==> src/verilog/alu_map.svh <==
// constants for the add-with-carry and and-literal datapath
`ifndef ALU_MAP_SVH
`define ALU_MAP_SVH

// ----------------------------------------------------------------------------
// opcode fields
// ----------------------------------------------------------------------------
`define ADDC_OPCODE_POS     10
`define ADDC_OPCODE_WIDTH   6
`define ADDC_OPCODE         6'h08
`define ANDL_OPCODE_POS     8
`define ANDL_OPCODE_WIDTH   8
`define ANDL_OPCODE         8'h0B
`define DEST_BIT_POS        9
`define ACCESS_BIT_POS      8
`define FILE_ADDR_POS       0
`define FILE_ADDR_WIDTH     8

// ----------------------------------------------------------------------------
// data memory addressing
// ----------------------------------------------------------------------------
`define DATA_ADDR_WIDTH     14
`define BANK_WIDTH          6
`define INDEXED_LIMIT       8'h5F
`define ACCESS_LOW_BANK     6'h00
`define ACCESS_HIGH_BANK    6'h3F

// ----------------------------------------------------------------------------
// reset values and the digit carry limit
// ----------------------------------------------------------------------------
`define WORK_RESET          8'h00
`define FLAGS_RESET         5'h00
`define ADDR_RESET          14'h0000
`define BYTE_RESET          8'h00
`define NIBBLE_MAX          5'h0F

`endif

==> src/verilog/alu_pkg.sv <==
// types shared by the add-with-carry and and-literal datapath
package alu_pkg;

   // ----------------------------------------------------------------------------
   // status flags, in the order they are packed
   // ----------------------------------------------------------------------------
   typedef struct packed {
      logic negative;
      logic overflowFlag;
      logic zero;
      logic digitCarryFlag;
      logic carry;
   } status_flags_t;

   typedef enum logic [1:0] {
      OP_NONE,
      OP_ADD_ACCUMULATOR_CARRY_TO_FILE,
      OP_AND_LITERAL_INTO_ACCUMULATOR,
      OP_UNSUPPORTED
   } alu_op_t;

   typedef enum logic [1:0] {
      MODE_ACCESS,
      MODE_BANKED,
      MODE_INDEXED
   } addr_mode_t;

   typedef struct packed {
      logic        enable;
      logic [13:0] addr;
      logic [7:0]  data;
   } mem_write_t;

endpackage

==> src/verilog/operand_addr_gen.sv <==
// forms the data memory operand address of a file-register instruction
`timescale 1ns/1ps
`include "alu_map.svh"

module operand_addr_gen (
   input  wire logic [`FILE_ADDR_WIDTH-1:0] fileAddr,
   input  wire logic                        accessSel,
   input  wire logic [`BANK_WIDTH-1:0]      bankSelectRegister,
   input  wire logic                        extendedSetEnable,
   input  wire logic [`DATA_ADDR_WIDTH-1:0] indexBase,
   output logic      [`DATA_ADDR_WIDTH-1:0] operandAddr,
   output alu_pkg::addr_mode_t              addrMode
);

   always_comb
   begin
      if (!accessSel && extendedSetEnable && fileAddr <= `INDEXED_LIMIT)
      begin
         // offset wraps within data space; the index pointer owns the range
         operandAddr = indexBase + {{(`DATA_ADDR_WIDTH-`FILE_ADDR_WIDTH){1'b0}}, fileAddr};
         addrMode    = alu_pkg::MODE_INDEXED;
      end
      else if (!accessSel)
      begin
         // bank select register is not consulted here
         if (fileAddr <= `INDEXED_LIMIT)
            operandAddr = {`ACCESS_LOW_BANK, fileAddr};
         else
            operandAddr = {`ACCESS_HIGH_BANK, fileAddr};
         addrMode = alu_pkg::MODE_ACCESS;
      end
      else
      begin
         operandAddr = {bankSelectRegister, fileAddr};
         addrMode    = alu_pkg::MODE_BANKED;
      end
   end

endmodule // operand_addr_gen

==> src/verilog/add_carry_and_literal_alu.sv <==
// two-stage datapath for add-with-carry-to-file and and-literal-into-accumulator
//
// Operation
// - add_accumulator_carry_to_file sums the working register, the addressed byte and carry, updating N, OV, C, DC, Z.
// - with the access selector at zero the operand comes from the access bank and the bank select register is ignored.
// - indexed literal offset addressing replaces access-bank addressing when the extended set is on, a is zero and f is at most 95.
// - and_literal_into_accumulator ands the working register with the literal into the working register, updating only N and Z.
`timescale 1ns/1ps
`include "alu_map.svh"

module add_carry_and_literal_alu (
   input  wire logic                        core_clk,
   input  wire logic                        reset,
   input  wire logic                        instrValid,
   input  wire logic [15:0]                 instrWord,
   input  wire logic                        extendedSetEnable,
   input  wire logic [`BANK_WIDTH-1:0]      bankSelectRegister,
   input  wire logic [`DATA_ADDR_WIDTH-1:0] indexBase,
   input  wire logic [7:0]                  memReadData,
   input  wire logic                        workLoadEn,
   input  wire logic [7:0]                  workLoadValue,
   input  wire logic                        flagsLoadEn,
   input  alu_pkg::status_flags_t           flagsLoadValue,
   output logic      [7:0]                  workReg,
   output alu_pkg::status_flags_t           statusFlags,
   output logic                             memReadEn,
   output logic      [`DATA_ADDR_WIDTH-1:0] memReadAddr,
   output alu_pkg::mem_write_t              memWrite,
   output logic                             execDone,
   output logic                             opcodeUnsupported,
   output alu_pkg::addr_mode_t              operandMode
);

   // ----------------------------------------------------------------------------
   // state
   // ----------------------------------------------------------------------------
   typedef struct packed {
      // decode stage, holds the instruction while its operand is read
      alu_pkg::alu_op_t         exOp;
      logic                     exDest;
      logic [7:0]               exLiteral;
      logic [13:0]              exAddr;
      alu_pkg::addr_mode_t      exMode;
      // architectural and output state
      logic [7:0]               work;
      alu_pkg::status_flags_t   flags;
      alu_pkg::mem_write_t      wr;
      // operand read strobe, registered so the memory sees a clean flop output
      logic                     readEn;
      logic                     done;
      logic                     unsupported;
   } alu_state_t;

   alu_state_t state_reg;
   alu_state_t state_next;

   logic [`DATA_ADDR_WIDTH-1:0] decodeAddr;
   alu_pkg::addr_mode_t         decodeMode;
   alu_pkg::alu_op_t            decodeOp;
   logic [7:0]                  operand;
   logic [8:0]                  sum;
   logic [4:0]                  lowSum;
   logic [7:0]                  andResult;

   // ----------------------------------------------------------------------------
   // decode
   // ----------------------------------------------------------------------------
   function automatic alu_pkg::alu_op_t decode_op(input logic valid, input logic [15:0] word);
      alu_pkg::alu_op_t op;
      op = alu_pkg::OP_NONE;
      if (valid)
      begin
         if (word[15:`ADDC_OPCODE_POS] == `ADDC_OPCODE)
            op = alu_pkg::OP_ADD_ACCUMULATOR_CARRY_TO_FILE;
         else if (word[15:`ANDL_OPCODE_POS] == `ANDL_OPCODE)
            op = alu_pkg::OP_AND_LITERAL_INTO_ACCUMULATOR;
         else
            op = alu_pkg::OP_UNSUPPORTED;
      end
      return op;
   endfunction

   // zero test shared by the flag updates of both instructions
   function automatic logic is_zero(input logic [7:0] value);
      return value == `BYTE_RESET;
   endfunction

   assign decodeOp = decode_op(instrValid, instrWord);

   operand_addr_gen addrGen (
      .fileAddr           (instrWord[`FILE_ADDR_WIDTH-1:0]),
      .accessSel          (instrWord[`ACCESS_BIT_POS]),
      .bankSelectRegister (bankSelectRegister),
      .extendedSetEnable  (extendedSetEnable),
      .indexBase          (indexBase),
      .operandAddr        (decodeAddr),
      .addrMode           (decodeMode)
   );

   // ----------------------------------------------------------------------------
   // execute arithmetic
   // ----------------------------------------------------------------------------
   // a write issued by the previous instruction has not reached memory when
   // this operand was read, so it is forwarded to avoid a stale byte
   always_comb
   begin
      if (state_reg.wr.enable && state_reg.wr.addr == state_reg.exAddr)
         operand = state_reg.wr.data;
      else
         operand = memReadData;
   end

   always_comb
   begin
      sum       = {1'b0, state_reg.work} + {1'b0, operand} + {8'h00, state_reg.flags.carry};
      lowSum    = {1'b0, state_reg.work[3:0]} + {1'b0, operand[3:0]} + {4'h0, state_reg.flags.carry};
      andResult = state_reg.work & state_reg.exLiteral;
   end

   // ----------------------------------------------------------------------------
   // next state
   // ----------------------------------------------------------------------------
   always_comb
   begin
      state_next             = state_reg;
      state_next.done        = 1'b0;
      state_next.unsupported = 1'b0;
      state_next.wr.enable   = 1'b0;

      // decode stage: capture the instruction and issue the operand read
      state_next.exOp      = decodeOp;
      state_next.exDest    = instrWord[`DEST_BIT_POS];
      state_next.exLiteral = instrWord[7:0];
      state_next.exAddr    = decodeAddr;
      state_next.exMode    = decodeMode;
      // only the add reads memory; the literal form carries its operand in the word
      state_next.readEn    = decodeOp == alu_pkg::OP_ADD_ACCUMULATOR_CARRY_TO_FILE;

      // execute stage
      // flags an instruction does not name keep their value
      case (state_reg.exOp)
         alu_pkg::OP_ADD_ACCUMULATOR_CARRY_TO_FILE:
         begin
            state_next.flags.negative       = sum[7];
            state_next.flags.zero           = is_zero(sum[7:0]);
            state_next.flags.carry          = sum[8];
            state_next.flags.digitCarryFlag = lowSum > `NIBBLE_MAX;
            state_next.flags.overflowFlag   = (state_reg.work[7] == operand[7]) && (sum[7] != operand[7]);
            if (state_reg.exDest)
            begin
               state_next.wr.enable = 1'b1;
               state_next.wr.addr   = state_reg.exAddr;
               state_next.wr.data   = sum[7:0];
            end
            else
               state_next.work = sum[7:0];
            state_next.done = 1'b1;
         end
         alu_pkg::OP_AND_LITERAL_INTO_ACCUMULATOR:
         begin
            state_next.work           = andResult;
            state_next.flags.negative = andResult[7];
            state_next.flags.zero     = is_zero(andResult);
            state_next.done           = 1'b1;
         end
         // an unknown opcode leaves work, flags and memory alone
         alu_pkg::OP_UNSUPPORTED:
            state_next.unsupported = 1'b1;
         default:
            state_next.done = 1'b0;
      endcase

      // the decoder's own loads arrive between our instructions; ours win a tie
      if (workLoadEn && !state_next.done)
         state_next.work = workLoadValue;
      if (flagsLoadEn && !state_next.done)
         state_next.flags = flagsLoadValue;
   end

   // ----------------------------------------------------------------------------
   // registers
   // ----------------------------------------------------------------------------
   always_ff @(posedge core_clk or posedge reset)
   begin
      if (reset)
      begin
         state_reg.exOp        <= alu_pkg::OP_NONE;
         state_reg.exDest      <= 1'b0;
         state_reg.exLiteral   <= `BYTE_RESET;
         state_reg.exAddr      <= `ADDR_RESET;
         state_reg.exMode      <= alu_pkg::MODE_ACCESS;
         state_reg.work        <= `WORK_RESET;
         state_reg.flags       <= `FLAGS_RESET;
         state_reg.wr.enable   <= 1'b0;
         state_reg.wr.addr     <= `ADDR_RESET;
         state_reg.wr.data     <= `BYTE_RESET;
         state_reg.readEn      <= 1'b0;
         state_reg.done        <= 1'b0;
         state_reg.unsupported <= 1'b0;
      end
      else
         state_reg <= state_next;
   end

   // ----------------------------------------------------------------------------
   // outputs
   // ----------------------------------------------------------------------------
   // every output is a plain copy of a state flop, no logic on the way out
   always_comb
   begin
      workReg           = state_reg.work;
      statusFlags       = state_reg.flags;
      memReadEn         = state_reg.readEn;
      memReadAddr       = state_reg.exAddr;
      memWrite          = state_reg.wr;
      execDone          = state_reg.done;
      opcodeUnsupported = state_reg.unsupported;
      operandMode       = state_reg.exMode;
   end

endmodule // add_carry_and_literal_alu

==> config.mk <==
export PLATFORM = sky130hd
export DESIGN_NAME = add_carry_and_literal_alu
export DESIGN_NICKNAME = d
export VERILOG_FILES = /design/src/verilog/alu_pkg.sv /design/src/verilog/operand_addr_gen.sv /design/src/verilog/add_carry_and_literal_alu.sv
export VERILOG_INCLUDE_DIRS = /design/src /design/src/verilog
export SDC_FILE = /design/constraint.sdc
export NUM_CORES = 1
export LEC_CHECK = 0
export ABC_AREA = 0
export BUFFER_PORTS_ARGS = -buffer_cell sky130_fd_sc_hd__buf_2
export CORE_ASPECT_RATIO = 1.4
export CORE_MARGIN = 3
export CORE_UTILIZATION = 47
export DETAILED_ROUTE_END_ITERATION = 16
export GPL_TIMING_DRIVEN = 1
export PLACE_DENSITY = 0.83
export SKIP_LAST_GASP = 1
export SYNTH_ARGS = -nofsm -noshare
export SYNTH_HDL_FRONTEND = slang
export SYNTH_SLANG_ARGS = --single-unit
==> constraint.sdc <==
create_clock -name core_clk -period 8.1 [get_ports core_clk]
set_input_delay 1.215 -clock core_clk [delete_from_list [all_inputs] [get_ports core_clk]]
set_output_delay 1.215 -clock core_clk [all_outputs]
set_load 0.01 [all_outputs]
# == Yosys cells after proc, flatten, opt, wreduce, memory -nomap -nowiden ==
# Cells that the tools add are included.
# totals
regBits,66
latchBits,0
ramBits,0
mem_bits_ro,0
in_bits,63
output_inout_bits,55
elab_cells,70
mem_count,0
# classes
add_sub_neg,5
mul,0
div_mod_pow,0
magnitude_cmp,2
n_eq_ne,10
n_shift,0
n_mux,19
bitwise_logic,1
n_reduce_logical,16
# op_table
cell,count
two-way mux 14 bit,3
two-way mux 25 bit,1
two-way mux 8 bit,3
two-way mux 23 bit,1
case mux 9 bit (2 select lines),1
logical NOT 8 bit,2
adder 14 x 8 -> 14 bit,1
equality test 14 bit,1
adder 8 x 8 -> 9 bit,1
adder 9 x 1 -> 9 bit,1
bitwise AND 8 bit,1
equality test 8 x 4 -> 1 bit (second input constant),1
<= comparator 8 x 7 -> 1 bit (second input constant),1
equality test 6 x 4 -> 1 bit (second input constant),1
logical AND 1 bit,6
two-way mux 2 bit,3
nonzero test 3 bit,2
adder 4 x 4 -> 5 bit,1
adder 5 x 1 -> 5 bit,1
> comparator 5 x 4 -> 1 bit (second input constant),1
two-way mux 1 bit,5
two-way mux 5 bit,1
equality test 2 x 1 -> 1 bit (second input constant),2
equality test 2 bit (second input constant),2
other kinds (8),10

# == Longest topological paths before layout ==
# depth
ltp_word,9
depth_mapped,13

# == Cells and area by module ==
# From an unflattened synthesis, not the netlist that was laid out.
# unflattened
cells_unflattened,421
hier_area_um2,4161.5
# modules_own_cells
mod,n_inst,cells_per_inst,area_per_inst_um2,seq_area_each_um2
add_carry_and_literal_alu,1,310,3414.5,1651.6
operand_addr_gen,1,111,747.0,0.0

# == Least setup slack after synthesis ==
# Ideal clock, no wire load.
# synth_path
path_type,flip-flop to flip-flop
startpoint,reg state_reg (netlist bit memWrite[8])
endpoint,reg state_reg (netlist bit statusFlags[2])
arrival_ns,3.129
slack_ns,4.904
path_stages_with_launch,13
path_buffers,0
synth_period_minus_slack_ns,3.196
path_cell_list,dfrtp_1 > xnor2_1 > nand4_1 > nor4_4 > mux2i_1 > fa_1 > inv_1 > fa_1 > or3_1 > nor4_1 > nand2_1 > nor2_1 > a41o_1
# synth_via
elab_chain_len,8
# synth_lines
item,line_no,text
start: declaration,add_carry_and_literal_alu.sv:54,alu_state_t state_reg;
start signal: assignment,add_carry_and_literal_alu.sv:202,state_reg <= state_next;
equality test 14 bit,add_carry_and_literal_alu.sv:107,if (state_reg.wr.enable && state_reg.wr.addr == state_reg.exAddr)
logical AND 1 bit,add_carry_and_literal_alu.sv:107,
two-way mux 8 bit,add_carry_and_literal_alu.sv:107,
adder 8 x 8 -> 9 bit,add_carry_and_literal_alu.sv:115,"sum = {1'b0, state_reg.work} + {1'b0, operand} + {8'h00, state_reg.flags.carry};"
adder 9 x 1 -> 9 bit,add_carry_and_literal_alu.sv:115,
logical NOT 8 bit (no line),n/a,
case mux 1 bit (2 select lines),add_carry_and_literal_alu.sv:141,case (state_reg.exOp)
two-way mux 5 bit,add_carry_and_literal_alu.sv:176,if (flagsLoadEn && !state_next.done)
# Every way passes these cells.
# A chain may end at the register's enable or synchronous reset.

# == Worst setup path in the final report ==
# Same ends and word-level chain as after synthesis.

==> impl_metrics.csv <==
group,metric,value,unit
finish,synthToLayoutAreaGrowth,14.50,%
finish,largest_reg_flops,23,
routing,dr_wl_met3,458,um
sta,timing.slew.headroom,31.07,%
logic_synthesis,ys_seq_area_share,41.17,%
global_route,grt-ovfl-total,0,
sta,hold_viol,0,
outcome,status,"finished, final reports clean",
pwr,power.leakage,2.261,nW
logic_synthesis,synth_compound_area_share,13.41,%
run,maxCapViolCount,0,
clock_network,post-cts-setup-buffers,0,
routing,wl_met1,3724,um
clock_network,clkTransAtPathRegs,0.06,ns
routing,via_per_inst,5.235,
routing,drtPass1Iterations,4,
pwr,combPwrFrac,30.1,%
pwr,ir_drop,0.0001351,V
sta,period_minus_slack,3.623,ns
sta,finalSetupTns,0,ns
pwr,swShare,34.00,%
critical_path,r2r_slack,4.48,ns
sta,maxSlewViolCount,0,
routing,vias,3068,
logic_synthesis,syn_avg_cell_area,9.736,sq um
sta,whs,0.5116,ns
critical_path,r2r_cells,12,
logic_synthesis,synth.area.top_cells,"dfrtp_1, buf_4, mux2_2",
clock_network,cts_tree,"yes",
routing,wl_met2,5071,um
logic_synthesis,synthSimpleGateAreaFrac,11.82,%
clock_network,cts_root_buffer,"clkbuf_16",
logic_synthesis,ys_types,53,
critical_path,cp-startpoint,"memWrite[8]",
clock_network,ctsResizeCount,0,
finish,nNetsFinal,563,
global_route,grt_max_degree,67,
global_route,grt_use_total,20.23,%
die,die_w,84.08,um
pwr,p_clk_share,31.7,%
sta,fmax,276.0,MHz
logic_synthesis,synth_fa_ha_area_share,7.112,%
logic_synthesis,syn_nets,496,
logic_synthesis,synthMuxAreaShare,7.080,%
hold_path,holdPathStages,2,
critical_path,crit_type,"flip-flop to flip-flop",
clock_network,clockBufferDepth,2,
die,coreArea,8247,sq um
clock_network,htree_num_levels,3,
sta,worst_slew_pin_slew,1.031,ns
critical_path,r2r-start,"memWrite[8]",
logic_synthesis,synth_flop_cell,"dfrtp_1",
logic_synthesis,ys_ff_latch,66,
hold_path,hold_start,"memWrite[6]",
sta,post-route-period-util,44.72,%
routing,wire_per_inst,16.18,um
place,routabilityCongestion,0.9098,
die,start_util,48.64,%
place,portBuffers,117,
logic_synthesis,synth_xor_area_share,6.956,%
routing,highest_layer,"met4",
sta,setup_viol,0,
logic_synthesis,synthCells,412,
logic_synthesis,syn_area,4011,sq um
pwr,p_int,0.0007663,W
routing,drc,0,
clock_network,cts_hold_buffers,0,
pwr,switchingPower,0.0003947,W
clock_network,cts_sinks,66,
critical_path,cp_data_required_time,8.37,ns
critical_path,cp-start-kind,"flip-flop",
logic_synthesis,synth_top_area_share,41.17,%
global_route,antenna_found_initial,0,
routing,postRouteAntennaNets,0,
die,io-pin-count,118,
clock_network,insertion_delay,0.33,ns
pwr,power_density,252.8,nW/um^2
critical_path,cp-end-kind,"flip-flop",
die,die_h,115.3,um
global_route,grt_pass1_vias,3143,
finish,drive_gt1_share,33.88,%
hold_path,hp-class,"flip-flop to flip-flop",
pwr,seqPwrFrac,38.1,%
critical_path,crit_fanout,8,
logic_synthesis,synth_edf_count,0,
finish,n_antenna_cell,0,
routing,routed_wl,9481,um
clock_network,numCtsBuffers,9,
logic_synthesis,yosysTopAreaCell,"dfrtp_1",
die,die_area,9695,sq um
place,dp_hpwl,7406,um
logic_synthesis,postSynth.asyncResetShare,100.0,%
global_route,grt_pass1_wl,15300,um
sta,finClkSkew,0.005735,ns
die,num_rows,39,
logic_synthesis,synth_top_family_by_area,"compound AO/OA/AOI/OAI gates",
routing,drt-initial-drc-count,142,
critical_path,arrival,3.90,ns
sta,rsz0062_at_grt,"false",
logic_synthesis,yosysWarnings,0,
==> synthesized netlist by cell type, drive strengths merged (2+ instances only) <==
cell,number
or3,4
a31oi,2
nor4,4
a21o,5
nor3,3
nand2b,2
nor2b,3
nand4,3
and3,2
a21oi,27
nand2,45
and2,2
nand3b,2
a22oi,5
ha,18
xor2,14
nor2,23
o2111ai,2
dfrtp,66
o21ai,28
clkbuf,10
a211oi,2
mux2,24
fa,3
nand3,5
inv,18
buf,52
xnor2,17
==> path summary, 6_finish.rpt <==
check                                  to
hold reg to reg               memWrite[6]
max in group asynchronous    memWrite[14]
hold / removal                memWrite[6]
setup reg to reg           statusFlags[2]
setup / recovery           statusFlags[2]
min in group asynchronous      workReg[7]
==> critical path, cell delays in order (launching register included) <==
cell	delay [ns]
dfrtp_1	0.41
xnor2_1	0.20
nand4_1	0.20
nor4_4	0.63
mux2i_1	0.19
fa_1	0.41
inv_1	0.08
fa_1	0.45
or3_1	0.39
nor4_1	0.25
nand2_1	0.07
nor2_1	0.11
a41o_1	0.16
==> cell families after synthesis <==
group	Yosys count
mux	25
simple gates	101
compound gates	87
buf+inv	81
flops	66
xor+xnor	31
fa+ha+maj	21
==> cell usage in the layout (no fill, tap or decap), types with 4 or more instances in the layout <==
| cell type | netlist | final |
|---|---|---|
| a21o_1 | 5 | 5 |
| a21oi_1 | 27 | 27 |
| a22oi_1 | 5 | 5 |
| buf_2 | 0 | 117 |
| clkbuf_16 | 0 | 9 |
| dfrtp_1 | 66 | 66 |
| ha_1 | 18 | 18 |
| inv_1 | 18 | 17 |
| mux2_2 | 23 | 23 |
| nand2_1 | 45 | 45 |
| nand3_1 | 5 | 5 |
| nor2_1 | 23 | 23 |
| o21ai_0 | 27 | 27 |
| or3_1 | 4 | 4 |
| xnor2_1 | 17 | 17 |
| xor2_1 | 13 | 13 |
==> area by class of cell <==
class	instances	area, sq um
Timing Repair Buffer	118	593.1
Clock inverter	6	50.05
Inverter	19	71.32
Sequential cell	66	1652
Multi-Input combinational cell	265	1861
Tap cell	102	127.6
Clock buffer	10	239.0
Fill cell	730	3654
==> power by group through the flow <==
stage | Clock [W] | Sequential [W] | Combinational, W
finish | 0.000369 | 0.000443 | 0.000350
detailed placement | 0 | 0.000448 | 0.000349
global placement | 0 | 0.000442 | 0.000343
CTS | 0.000375 | 0.000443 | 0.000352
floorplan | 0 | 0.000432 | 0.000305
global route | 0.000389 | 0.000452 | 0.000388
==> metal layers <==
metal | GRT usage [%] | vias up
li1 | - | 1510
met1 | 23.94 | 1452
met2 | 36.04 | 91
met3 | 3.082 | 15
met4 | 9.335 | 0
met5 | 0 | -
==> metrics by stage <==
| stage | util [%] | total power, W | instances | setup WS (ns) | area, sq um |
|---|---|---|---|---|---|
| after floorplan | - | 0.0007365 | 412 | 4.904 | 4011 |
| after global placement | 52.19 | 0.0007857 | 570 | 4.575 | 4304 |
| after detailed placement | 52.19 | 0.0007963 | 570 | 4.525 | 4304 |
| after CTS | 55.70 | 0.001170 | 586 | 4.429 | 4593 |
| after global routing | 55.70 | 0.001229 | 586 | 4.231 | 4593 |
| final | 55.70 | 0.001161 | 586 | 4.477 | 4593 |
Note: power is estimated with default switching activity, not from simulation.
